===== src/part_pkg.sv =====
package part_pkg;
    localparam logic [7:0] ADDR_DUTY_3      = 8'h73;
    localparam logic [7:0] ADDR_DUTY_2      = 8'h74;
    localparam logic [7:0] ADDR_DUTY_1      = 8'h75;
    localparam logic [7:0] ADDR_DUTY_0      = 8'h76;
    localparam logic [7:0] ADDR_OUT_CONTROL = 8'h77;
    localparam logic [7:0] ADDR_CTRL_STATUS = 8'h78;
    localparam logic [7:0] ADDR_COUNT_PORT  = 8'h79;
    localparam logic [7:0] ADDR_RELOAD      = 8'h7a;
    localparam logic [7:0] ADDR_SNAP_CS     = 8'h7b;
    localparam logic [7:0] ADDR_SNAP_1      = 8'h7c;
    localparam logic [7:0] ADDR_SNAP_2      = 8'h7d;
    localparam int CS_CLK_SEL   = 7;
    localparam int CS_DIV_LSB   = 4;
    localparam int CS_RUN       = 3;
    localparam int CS_FORCE     = 2;
    localparam int CS_OVF_IE    = 1;
    localparam int CS_OVF_FLAG  = 0;
    localparam int SC_EDGE_LSB  = 4;
    localparam int SC_IE_LSB    = 2;
    localparam int SC_FLAG_LSB  = 0;
    localparam int OC_EN_LSB    = 4;
    localparam int OC_INV_LSB   = 0;
    localparam logic [7:0] RESET_VALUE = 8'h00;
    localparam logic [7:0] COUNT_TOP   = 8'hff;
endpackage


===== src/part_prescaler.sv =====
`timescale 1ns/100ps
// Divides the selected tick source by 2**sel; clear restarts the division.
module part_prescaler (
    input  wire logic       clock,
    input  wire logic       rst_n,
    input  wire logic       tick_in,
    input  wire logic       run,
    input  wire logic       clear,
    input  wire logic [2:0] sel,
    output logic            tick_out
);
    typedef struct packed {
        logic [6:0] cnt;
    } part_pre_type;
    part_pre_type st_r;
    part_pre_type st_nxt;
    logic [6:0]   mask;

    always_comb begin
        mask = 7'(({7'h00, 1'b1} << sel) - 8'h01);
        st_nxt = st_r;
        tick_out = 1'b0;
        if (clear) begin
            st_nxt.cnt = 7'h00;
        end else if (run && tick_in) begin
            if ((st_r.cnt & mask) == mask) begin
                st_nxt.cnt = 7'h00;
                tick_out = 1'b1; // [RULE_20]
            end else begin
                st_nxt.cnt = 7'(st_r.cnt + 7'h01);
            end
        end
    end

    always_ff @(posedge clock or negedge rst_n) begin
        if (!rst_n) begin
            st_r <= '0;
        end else begin
            st_r <= st_nxt;
        end
    end

    AST_DIV_ONE: assert property (@(posedge clock) disable iff (!rst_n)
        (sel == 3'd0 && run && tick_in && !clear) |-> tick_out) // [RULE_20]
        else $error("Prescaler with ratio one missed a tick");
endmodule


===== src/part_edge_sync.sv =====
`timescale 1ns/100ps
// Two-flop synchroniser plus edge detect on the second stage.
module part_edge_sync (
    input  wire logic clock,
    input  wire logic rst_n,
    input  wire logic pin,
    output logic      level,
    output logic      rise,
    output logic      fall
);
    typedef struct packed {
        logic s1;
        logic s2;
        logic s3;
    } part_sync_type;
    part_sync_type st_r;
    part_sync_type st_nxt;

    always_comb begin
        st_nxt.s1 = pin;
        st_nxt.s2 = st_r.s1;
        st_nxt.s3 = st_r.s2;
    end

    always_ff @(posedge clock or negedge rst_n) begin
        if (!rst_n) begin
            st_r <= '0;
        end else begin
            st_r <= st_nxt;
        end
    end

    assign level = st_r.s2;
    assign rise  = st_r.s2 & ~st_r.s3;
    assign fall  = ~st_r.s2 & st_r.s3;
endmodule


===== src/part_timer.sv =====
`timescale 1ns/100ps
// Summary of operation
// RULE_01 - Overflow interrupt asserted only while overflow enable and overflow flag are set.
// RULE_02 - Overflow flag set on FFh-to-reload pass; cleared by reading control/status.
// RULE_03 - Counter port reads live count; write loads counter without stopping it.
// RULE_04 - Every overflow reloads the counter with the reload value.
// RULE_05 - On overflow each PWM output takes its overflow level from inversion bit.
// RULE_06 - Reload value sets common period and resolution; zero gives full 8 bits.
// RULE_07 - Four output enable bits connect each PWM channel to its pin.
// RULE_08 - Not inverted: high while count at or below match, low above.
// RULE_09 - Changing an inversion bit flips that output immediately.
// RULE_10 - Per-channel duty register sets second edge; reload sets common first edge.
// RULE_11 - Snapshot edge select: 0 falling edge, 1 rising edge.
// RULE_12 - Per-channel snapshot interrupt enable gates its flag onto a request.
// RULE_13 - Snapshot flag set on snapshot; cleared by reading that result register.
// RULE_14 - Snapshot result takes counter on selected edge; writes are ignored.
// RULE_15 - Two upper snapshot control bits always read zero.
// RULE_16 - Reset clears every register of the timer to zero.
// RULE_17 - Force reload is write-only, reads zero, loads reload, clears prescaler.
// RULE_18 - Hidden match registers copied from duty registers at each overflow.
// RULE_19 - When counter reaches match, output returns to its pre-overflow level.
// RULE_20 - Prescaler divides chosen clock by two to the field value, 1 to 128.
// RULE_21 - Running counter increments each prescaled tick; from FFh is overflow.
module part_timer (
    input  wire logic       clock,
    input  wire logic       rst_n,
    input  wire logic [7:0] addr,
    input  wire logic [7:0] wdata,
    input  wire logic       wr_en,
    input  wire logic       rd_en,
    input  wire logic       ext_clk_pin,
    input  wire logic [1:0] snap_input_pin,
    output logic      [7:0] rdata,
    output logic      [3:0] pwm_out_pin,
    output logic      [3:0] pwm_out_oe,
    output logic            overflow_irq,
    output logic      [1:0] snap_irq
);
    typedef struct packed {
        logic [3:0][7:0] duty_bits;
        logic [3:0][7:0] match_register;
        logic [3:0]      pwm_en;
        logic [3:0]      pwm_invert;
        logic [3:0]      pwm_raw;
        logic            clock_source_sel;
        logic [2:0]      prescale_div_sel;
        logic            count_run;
        logic            overflow_irq_en;
        logic            overflow_flag;
        logic [7:0]      live_count_bits;
        logic [7:0]      reload_bits;
        logic [1:0]      snap_edge;
        logic [1:0]      snap_irq_en;
        logic [1:0]      snap_flag;
        logic [1:0][7:0] snap_bits;
        logic [7:0]      rdata;
        logic [3:0]      pwm_out_pin;
        logic [3:0]      pwm_out_oe;
        logic            overflow_irq;
        logic [1:0]      snap_irq;
    } part_timer_type;

    part_timer_type st_r;
    part_timer_type st_nxt;

    logic       ext_level;
    logic       ext_rise;
    logic [1:0] snap_level;
    logic [1:0] snap_rise;
    logic [1:0] snap_fall;
    logic       src_tick;
    logic       cnt_tick;
    logic       force_wr;
    logic       cnt_wr;
    logic       ovf_evt;
    logic [7:0] cnt_cur;

    // Duty registers sit at descending addresses: channel 0 is highest
    function automatic logic [1:0] duty_index(input logic [7:0] a);
        return 2'(part_pkg::ADDR_DUTY_0 - a);
    endfunction

    function automatic logic is_duty(input logic [7:0] a);
        return (a >= part_pkg::ADDR_DUTY_3) && (a <= part_pkg::ADDR_DUTY_0);
    endfunction

    part_edge_sync u_ext_sync (
        .clock (clock),
        .rst_n (rst_n),
        .pin   (ext_clk_pin),
        .level (ext_level),
        .rise  (ext_rise),
        .fall  ()
    );

    for (genvar g = 0; g < 2; g++) begin : g_snap_sync
        part_edge_sync u_snap_sync (
            .clock (clock),
            .rst_n (rst_n),
            .pin   (snap_input_pin[g]),
            .level (snap_level[g]),
            .rise  (snap_rise[g]),
            .fall  (snap_fall[g])
        );
    end

    // External source counted on its rising edge, so it must run below clock/2
    assign src_tick = st_r.clock_source_sel ? ext_rise : 1'b1;
    assign force_wr = wr_en && (addr == part_pkg::ADDR_CTRL_STATUS) && wdata[part_pkg::CS_FORCE];
    assign cnt_wr   = wr_en && (addr == part_pkg::ADDR_COUNT_PORT);

    part_prescaler u_prescaler (
        .clock    (clock),
        .rst_n    (rst_n),
        .tick_in  (src_tick),
        .run      (st_r.count_run),
        .clear    (force_wr || cnt_wr), // [RULE_17]
        .sel      (st_r.prescale_div_sel),
        .tick_out (cnt_tick)
    );

    assign cnt_cur = st_r.live_count_bits;
    // [RULE_21]
    assign ovf_evt = cnt_tick && (cnt_cur == part_pkg::COUNT_TOP) && !cnt_wr && !force_wr;

    always_comb begin
        st_nxt = st_r;
        st_nxt.rdata = 8'h00;

        // Counter: software load wins over counting, overflow reloads
        if (cnt_wr) begin
            st_nxt.live_count_bits = wdata; // [RULE_03]
        end else if (force_wr) begin
            st_nxt.live_count_bits = st_r.reload_bits; // [RULE_17]
        end else if (ovf_evt) begin
            st_nxt.live_count_bits = st_r.reload_bits; // [RULE_04] [RULE_06]
        end else if (cnt_tick) begin
            st_nxt.live_count_bits = 8'(cnt_cur + 8'h01); // [RULE_21]
        end

        // PWM waveform: raw level is the non-inverted shape
        for (int i = 0; i < 4; i++) begin
            if (ovf_evt) begin
                st_nxt.match_register[i] = st_r.duty_bits[i]; // [RULE_18] [RULE_10]
                st_nxt.pwm_raw[i] = 1'b1; // [RULE_05]
            end else if (cnt_tick && cnt_cur == st_r.match_register[i]) begin
                st_nxt.pwm_raw[i] = 1'b0; // [RULE_19] [RULE_08]
            end
        end

        // Snapshot: inhibited while the previous result is unread
        for (int c = 0; c < 2; c++) begin
            if ((st_r.snap_edge[c] ? snap_rise[c] : snap_fall[c]) && !st_r.snap_flag[c]) begin
                st_nxt.snap_bits[c] = cnt_cur; // [RULE_11] [RULE_14]
                st_nxt.snap_flag[c] = 1'b1; // [RULE_13]
            end else if (rd_en && addr == 8'(part_pkg::ADDR_SNAP_1 + 8'(c))) begin
                st_nxt.snap_flag[c] = 1'b0; // [RULE_13]
            end
        end

        // Overflow flag: set beats the read-clear
        if (ovf_evt) begin
            st_nxt.overflow_flag = 1'b1; // [RULE_02]
        end else if (rd_en && addr == part_pkg::ADDR_CTRL_STATUS) begin
            st_nxt.overflow_flag = 1'b0; // [RULE_02]
        end

        if (wr_en) begin
            if (is_duty(addr)) begin
                st_nxt.duty_bits[duty_index(addr)] = wdata;
            end else if (addr == part_pkg::ADDR_OUT_CONTROL) begin
                st_nxt.pwm_en     = wdata[part_pkg::OC_EN_LSB +: 4];
                st_nxt.pwm_invert = wdata[part_pkg::OC_INV_LSB +: 4];
            end else if (addr == part_pkg::ADDR_CTRL_STATUS) begin
                st_nxt.clock_source_sel = wdata[part_pkg::CS_CLK_SEL];
                st_nxt.prescale_div_sel = wdata[part_pkg::CS_DIV_LSB +: 3];
                st_nxt.count_run        = wdata[part_pkg::CS_RUN];
                st_nxt.overflow_irq_en  = wdata[part_pkg::CS_OVF_IE];
            end else if (addr == part_pkg::ADDR_RELOAD) begin
                st_nxt.reload_bits = wdata;
            end else if (addr == part_pkg::ADDR_SNAP_CS) begin
                st_nxt.snap_edge   = wdata[part_pkg::SC_EDGE_LSB +: 2];
                st_nxt.snap_irq_en = wdata[part_pkg::SC_IE_LSB +: 2];
            end
            // Snapshot result writes fall through untouched [RULE_14]
        end

        if (rd_en) begin
            if (is_duty(addr)) begin
                st_nxt.rdata = st_r.duty_bits[duty_index(addr)];
            end else if (addr == part_pkg::ADDR_OUT_CONTROL) begin
                st_nxt.rdata = {st_r.pwm_en, st_r.pwm_invert};
            end else if (addr == part_pkg::ADDR_CTRL_STATUS) begin
                st_nxt.rdata = {st_r.clock_source_sel, st_r.prescale_div_sel, st_r.count_run,
                                1'b0, st_r.overflow_irq_en, st_r.overflow_flag}; // [RULE_17]
            end else if (addr == part_pkg::ADDR_COUNT_PORT) begin
                st_nxt.rdata = cnt_cur; // [RULE_03]
            end else if (addr == part_pkg::ADDR_RELOAD) begin
                st_nxt.rdata = st_r.reload_bits;
            end else if (addr == part_pkg::ADDR_SNAP_CS) begin
                st_nxt.rdata = {2'b00, st_r.snap_edge, st_r.snap_irq_en, st_r.snap_flag}; // [RULE_15]
            end else if (addr == part_pkg::ADDR_SNAP_1) begin
                st_nxt.rdata = st_r.snap_bits[0];
            end else if (addr == part_pkg::ADDR_SNAP_2) begin
                st_nxt.rdata = st_r.snap_bits[1];
            end
        end

        // Pin levels follow the next state so inversion acts on the next edge
        for (int i = 0; i < 4; i++) begin
            // [RULE_09] [RULE_08]
            st_nxt.pwm_out_pin[i] = st_nxt.pwm_en[i] &
                                    (st_nxt.pwm_raw[i] ^ st_nxt.pwm_invert[i]);
            st_nxt.pwm_out_oe[i]  = st_nxt.pwm_en[i]; // [RULE_07]
        end
        st_nxt.overflow_irq = st_nxt.overflow_irq_en & st_nxt.overflow_flag; // [RULE_01]
        st_nxt.snap_irq     = st_nxt.snap_irq_en & st_nxt.snap_flag; // [RULE_12]
    end

    always_ff @(posedge clock or negedge rst_n) begin
        if (!rst_n) begin
            st_r <= '0; // [RULE_16]
        end else begin
            st_r <= st_nxt;
        end
    end

    assign rdata        = st_r.rdata;
    assign pwm_out_pin  = st_r.pwm_out_pin;
    assign pwm_out_oe   = st_r.pwm_out_oe;
    assign overflow_irq = st_r.overflow_irq;
    assign snap_irq     = st_r.snap_irq;

    AST_IRQ_MASK: assert property (@(posedge clock) disable iff (!rst_n)
        overflow_irq |-> (st_r.overflow_irq_en && st_r.overflow_flag)) // [RULE_01]
        else $error("Overflow request without enable and flag");

    AST_OVF_SET: assert property (@(posedge clock) disable iff (!rst_n)
        ovf_evt |=> st_r.overflow_flag) // [RULE_02]
        else $error("Overflow flag not set on overflow");

    AST_OVF_CLR: assert property (@(posedge clock) disable iff (!rst_n)
        (rd_en && addr == part_pkg::ADDR_CTRL_STATUS && !ovf_evt) |=> !st_r.overflow_flag)
        else $error("Overflow flag survived status read"); // [RULE_02]

    AST_CNT_LOAD: assert property (@(posedge clock) disable iff (!rst_n)
        cnt_wr |=> (st_r.live_count_bits == $past(wdata))) // [RULE_03]
        else $error("Counter write not loaded");

    AST_RELOAD: assert property (@(posedge clock) disable iff (!rst_n)
        ovf_evt |=> (st_r.live_count_bits == $past(st_r.reload_bits))) // [RULE_04]
        else $error("Counter not reloaded on overflow");

    AST_PWM_OVF: assert property (@(posedge clock) disable iff (!rst_n)
        (ovf_evt && st_nxt.pwm_en[0]) |=> (pwm_out_pin[0] == !st_r.pwm_invert[0])) // [RULE_05]
        else $error("Channel 0 wrong level after overflow");

    AST_OE: assert property (@(posedge clock) disable iff (!rst_n)
        !st_nxt.pwm_en[1] |=> (!pwm_out_pin[1] && !pwm_out_oe[1])) // [RULE_07]
        else $error("Disabled channel still drives");

    AST_SNAP: assert property (@(posedge clock) disable iff (!rst_n)
        (st_r.snap_edge[0] && snap_rise[0] && !st_r.snap_flag[0])
        |=> (st_r.snap_flag[0] && st_r.snap_bits[0] == $past(cnt_cur))) // [RULE_14]
        else $error("Snapshot 0 missed its rising edge");

    AST_SNAP_RSV: assert property (@(posedge clock) disable iff (!rst_n)
        $past(rd_en && addr == part_pkg::ADDR_SNAP_CS) |-> (rdata[7:6] == 2'b00)) // [RULE_15]
        else $error("Reserved snapshot bits read non-zero");

    AST_MATCH: assert property (@(posedge clock) disable iff (!rst_n)
        ovf_evt |=> (st_r.match_register[2] == $past(st_r.duty_bits[2]))) // [RULE_18]
        else $error("Match register not copied at overflow");
endmodule


===== config.mk =====
export PLATFORM = sky130hd
export DESIGN_NAME = part_timer
export DESIGN_NICKNAME = d
export VERILOG_FILES = /design/src/part_pkg.sv /design/src/part_prescaler.sv /design/src/part_edge_sync.sv /design/src/part_timer.sv
export SDC_FILE = /design/constraint.sdc
export NUM_CORES = 1
export LEC_CHECK = 0
export ABC_AREA = 0
export BUFFER_PORTS_ARGS = -buffer_cell sky130_fd_sc_hd__buf_2
export CORE_ASPECT_RATIO = 0.9
export CORE_MARGIN = 10
export CORE_UTILIZATION = 55
export CTS_BUF_LIST = sky130_fd_sc_hd__clkbuf_4 sky130_fd_sc_hd__clkbuf_8 sky130_fd_sc_hd__clkbuf_16
export CTS_CLUSTER_DIAMETER = 30
export DETAILED_ROUTE_END_ITERATION = 12
export GPL_TIMING_DRIVEN = 1
export PLACE_DENSITY = 0.8
export SYNTH_ARGS = -nofsm -noshare
export SYNTH_HDL_FRONTEND = slang
export SYNTH_SLANG_ARGS = --single-unit

===== constraint.sdc =====
create_clock -name clock -period 1.8 [get_ports clock]
set_clock_uncertainty 0.1 [all_clocks]
set_input_delay 0.27 -clock clock [delete_from_list [all_inputs] [get_ports clock]]
set_output_delay 0.27 -clock clock [all_outputs]
set_load 0.01 [all_outputs]

* Word level (Yosys, flattened, before mapping)
Index checks and enable logic that the tools add are counted.
** Storage, ports and cells
- Register bits after elaboration :: 152
- Output and inout port bits :: 19
- Logic and storage cells :: 167
** Operators by class
- Add/sub/neg operators :: 4
- $lt $le $gt $ge :: 4
- Equality and inequality tests :: 13
- Shift operators :: 1
- Mux-type cells :: 54
- Bitwise gates (word level) :: 25
- Reduce and logical (&&, ||, !) cells :: 29
** Operator list (count)
- two-way mux 8 bit :: 18
- equality test 8 x 7 -> 1 bit, second input constant :: 7
- bitwise mux 32 bit :: 1
- equality test 8 bit :: 4
- two-way mux 1 bit :: 24
- two-way mux 7 bit :: 3
- logical AND 1 bit :: 18
- binary-select mux 8 bit (select 2 bit) :: 1
- demux 8 bit (select 2 bit) :: 1
- two-way mux 2 bit :: 6
- AND 1 bit :: 10
- inverter 1 bit :: 9
- adder 8 x 1 -> 8 bit, second input constant :: 1
- equality test 8 bit, second input constant :: 1
- >= comparator 8 x 7 -> 1 bit, second input constant :: 1
- less-or-equal comparator 8 x 7 -> 1 bit, second input constant :: 1
- adder 7 x 1 -> 7 bit, second input constant :: 1
- AND 7 bit :: 1
- equality test 7 bit :: 1
- left shift 1 x 3 -> 7 bit, first input constant :: 1
- subtractor 7 x 1 -> 7 bit, second input constant :: 1
- AND reduction 6 bit :: 1
- AND reduction 5 bit :: 1
- zero test 1 bit :: 4
- 10 further kinds :: 13

* Depth between registers and ports, before layout
- Word-level depth :: 13
- Mapped depth :: 12

* Hierarchy
From an unflattened synthesis, not the netlist that was laid out.
** Second synthesis, totals
- Cell total of the unflattened synthesis :: 656
- Area, all modules :: 7689.9 um2
** By module, submodules not included
- part_timer :: instances 1, cells each 597, area an instance 7009.2 um2
- part_prescaler :: instances 1, cells each 44, area an instance 410.4 um2
- part_edge_sync :: instances 3, cells each 5, area an instance 90.1 um2

* Least setup slack after synthesis
Ideal clock, no wire load.
- Path type :: input-to-reg
- Start point :: in addr[0]
- End point :: reg st_r[70] (netlist name)
- Arrival :: 2.353 ns
- Data required time :: 1.575 ns
- Setup slack :: -0.777 ns
- Stages on the path :: 10
- Buffers on the path :: 3
- Cells stage by stage :: clkbuf_1 > inv_1 > ha_1 > o21ai_0 > a21oi_1 > nand2b_1 > clkbuf_1 > or2_2 > buf_2 > mux2_2
** RTL lines
- start, declared :: RTL line part_timer.sv:27 : input wire logic [7:0] addr,
- end signal, assigned :: RTL line part_timer.sv:224 : st_r <= st_nxt;
- end, declared :: RTL line part_timer.sv:63 : part_timer_type st_r;

* Worst setup path in the final report
- Start point :: reg u_prescaler.st_r[2] (netlist name)
- End point :: reg st_r (netlist bit cnt_cur[1])
** Between the ends
- Longest elaborated chain between the ends :: 11
** RTL lines
- start, declared :: RTL line part_prescaler.sv:15 : part_pre_type st_r;
- start signal, assigned :: RTL line part_prescaler.sv:39 : st_r <= st_nxt;
- AND 7 bit (*) :: RTL line part_prescaler.sv:26 : if ((st_r.cnt & mask) == mask) begin
- equality test 7 bit (*) :: RTL line part_prescaler.sv:26
- two-way mux 1 bit (*) :: RTL line part_prescaler.sv:26
- two-way mux 1 bit (*) :: RTL line part_prescaler.sv:25 : end else if (run && tick_in) begin
- two-way mux 1 bit (*) :: RTL line part_prescaler.sv:23 : if (clear) begin
- logical AND 1 bit (3 in a row) :: RTL line part_timer.sv:124 : assign ovf_evt = cnt_tick && (cnt_cur == part_pkg::COUNT_TOP) && !cnt_wr && !force_wr;
- two-way mux 8 bit :: RTL line part_timer.sv:135 : end else if (ovf_evt) begin
- two-way mux 8 bit :: RTL line part_timer.sv:133 : end else if (force_wr) begin
- two-way mux 8 bit :: RTL line part_timer.sv:131 : if (cnt_wr) begin
Mark *: on every way between the ends. The rest lies on a longest branch, timed or not.
A chain may end at the register's enable or synchronous reset.

==> results_dict.tcl <==
set metrics [dict create \
    status "finished, violations left" \
    violations "setup timing" \
    yosysMostFrequentCell "nand2_1" \
    finalInstanceArea_mm2 0.009951 \
    clk_latency_ns 0.44 \
    hold_ws_ns 0.09040 \
    fp.dieW_um 143.3 \
    cts.sinks 152 \
    cts_inserted_buffers 17 \
    hold_violations 0 \
    avgSynthCellArea_um2 10.51 \
    antenna_found_initial 0 \
    crit_family "simple AND/OR/NAND/NOR gates" \
    dp_hpwl_um 14750 \
    crit_arrival_ns 2.46 \
    drv_cap 0 \
    placement.io_buffers 41 \
    final_util 0.7447 \
    ys_seq_elements 152 \
    p_leak_nw 4.723 \
    synth_nets 745 \
    synth_area_leader_cell "dfrtp_1" \
    p_per_area_mw_per_mm2 985.3 \
    ant_nets 0 \
    path_buf_inv 2 \
    core_mm2 0.01336 \
    drive_gt1_frac 0.4472 \
    grt_overflow 0 \
    rows 40 \
    chipHeight_um 131.0 \
    htreeDepth 4 \
    crit_type "flop to flop" \
    rsz0062_at_grt "true" \
    slowest_stage "dfrtp_1" \
    die-area_mm2 0.01877 \
    drt_iter0_markers 938 \
    cts_tree "built" \
    area_growth_pct 32.18 \
    cts_root_buffer "clkbuf_16" \
    cp-start-kind "flop" \
    postPlaceCellArea_mm2 0.008493 \
    start_util 0.5634 \
    synth_area_leaders "dfrtp_1, mux2_2, nand2_1" \
    ir_drop_v 0.0008026 \
    setup_viol 60 \
    hold_depth 3 \
    maxSlewViolCount 0 \
    hold_class "primary input to flop" \
    async_flop_share 1.000 \
    ys_top_cells_by_count "nand2_1, dfrtp_1, mux2_2, xnor2_1, a21oi_1" \
    diodes 0 \
    synthCells 716 \
    cp_max_fo 8 \
    synth_top_area_frac 0.5052 \
    fmaxAchievable_ghz 0.4416 \
    grt_first_pass_wirelength_um 36750 \
    n_fill_cell 770 \
    crit_required_ns 1.99 \
    drt_first_pass_iters 5 \
    min_period_ns 2.265 \
    cts_buffer_depth 2 \
    tightest_slew_ns 0.5457 \
    cp_num_cells 9 \
    vias_per_cell 6.542 \
    drcViolationCount 0 \
    grt_max_degree 54 \
    yosys_warnings 0 \
    via_count 6673 \
    slew_headroom 0.6362 \
    period_share 1.258 \
    yosysSeqAreaShare 0.5052 \
    cp-end-kind "flop" \
    grt_pass1_vias 6706 \
    synth_ff_type "dfrtp_1" \
    reg2reg_depth 9 \
    pin_count 42 \
    timing.final.ws_setup_ns -0.4647 \
    wl_per_cell_um 25.33 \
    postRouteWirelength_um 25840 \
    syn_area_mm2 0.007528 \
    synth_edf_count 0 \
    nets 868 \
    track_usage 0.2613 \
    gp_congestion 0.9821 \
    total_power_mw 9.804 \
    cp_slowest_stage_delay_ns 0.35 \
    ys_types 54 \
    clkSlewWorstSetupHoldPaths_ns 0.07 \
    path_cells "and3_1 > nand2_2 > o31ai_4 > buf_4 > nand4_1 > buf_6 > nand2_4 > mux2i_1 > a31oi_1" \
]
## sequential cells by signal (all words and copies together), names as in the netlist
| register | flops |
|---|---|
| st_r | 109 |
| cnt_cur | 8 |
| rdata | 8 |
| u_prescaler.st_r | 7 |
| pwm_out_oe | 4 |
| pwm_out_pin | 4 |
| g_snap_sync.u_snap_sync.level | 2 |
| g_snap_sync.u_snap_sync.st_nxt | 2 |
| g_snap_sync.u_snap_sync.st_r | 2 |
| snap_irq | 2 |
| overflow_irq | 1 |
| u_ext_sync.level | 1 |
| u_ext_sync.st_nxt | 1 |
| u_ext_sync.st_r | 1 |
## cell type report
cell class,count,area (µm²),area share
tap,168,210.2,0.02112
clock buffer,23,476.7,0.04791
sequential,152,3805,0.3824
timing repair buffer,164,1386,0.1393
clock inverter,9,147.6,0.01484
multi-input combinational,494,3882,0.3902
inverter,10,42.54,0.004275
## tightest hold or removal path, stage by stage
cell and delay, ns:
buf_2 0.19, nand2_1 0.09, nand2_1 0.04
## power by group
group          internal (mW)  switching (mW)
clock                   2.42            1.42
combinational          0.907            1.18
sequential              3.66           0.208
total                   6.99            2.81
## per-stage QoR
step	setup TNS [ns]	cells	setup WS [ns]
final	-15.32	1020	-0.4647
after floorplan	-24.26	716	-0.4282
after global placement	-31.29	959	-0.3821
after global routing	-18.66	1020	-0.4758
after CTS	-5.907	1014	-0.1759
after detailed placement	-37.42	959	-0.4451
## final timing paths
| kind | startpoint | end | slack, ns |
|---|---|---|---|
| min | wdata[0] | st_r[68]$_DFF_PN0_ | 0.09 |
| max reg2reg | u_prescaler.st_r[2]$_DFFE_PN0P_ | cnt_cur[1]$_DFFE_PN0P_ | -0.46 |
| max in group asynchronous | rst_n | st_r[61]$_DFFE_PN0P_ | 0.71 |
| min reg2reg | g_snap_sync[0].u_snap_sync.st_nxt[1]$_DFF_PN0_ | g_snap_sync[0].u_snap_sync.level$_DFF_PN0_ | 0.25 |
| max | u_prescaler.st_r[2]$_DFFE_PN0P_ | cnt_cur[1]$_DFFE_PN0P_ | -0.46 |
| min in group asynchronous | rst_n | st_r[64]$_DFF_PN0_ | 0.26 |
## routing by layer
layer / GRT usage / share of wire / up-vias
met3: 0.09127 / 0.12 / 188
met5: 0 / 0 / -
met1: 0.2974 / 0.35 / 3258
met4: 0.1518 / 0.069 / 0
li1: - / - / 2714
met2: 0.4229 / 0.46 / 513
## cells by family (layout without fill, tap and decap cells)
group / count (synthesis) / in the layout / share of synthesized area
and+or+nand+nor: 251 / 252 / 0.1544
DFF: 152 / 152 / 0.5052
AOI/OAI and AO/OA: 106 / 106 / 0.09357
muxes: 82 / 82 / 0.1335
buffers and inverters: 71 / 206 / 0.04753
xor gates and xnor gates: 48 / 48 / 0.05584
adders and majority gates: 6 / 6 / 0.009971
## cells in the final DEF (no fill, tap or decap), types with 6 or more instances in the layout
cell type,Yosys,routed
a21oi_1,31,23
nand3b_1,9,9
nand2_1,162,122
buf_2,13,40
o21ai_1,0,12
mux2i_1,7,7
nor2_1,22,14
buf_12,0,6
a21oi_2,1,7
mux4_2,8,8
buf_6,1,16
buf_4,18,91
mux2_2,67,67
a22oi_1,7,7
o221ai_1,7,6
xor2_1,12,12
inv_1,10,6
clkbuf_16,0,19
xnor2_2,0,7
nand3_1,14,10
dfrtp_1,152,151
o21ai_0,28,9
a21oi_4,4,6
nand2_4,0,8
and2_1,9,6
xnor2_1,36,29
o211ai_1,8,8
nand2_2,1,33
nand4_1,14,14
o21ai_2,0,7
## repair_timing
item / 4_1_cts / 5_1_grt
setup buffers: 14 / 13
gates cloned: 6 / 3
hold buffers: 4 / 0
gates resized for setup: 95 / 70
hold endpoints to repair: 50 / 0
pin swaps: 54 / 44
setup endpoints to repair: 57 / 84
Note: power is estimated with default switching activity, not from simulation.
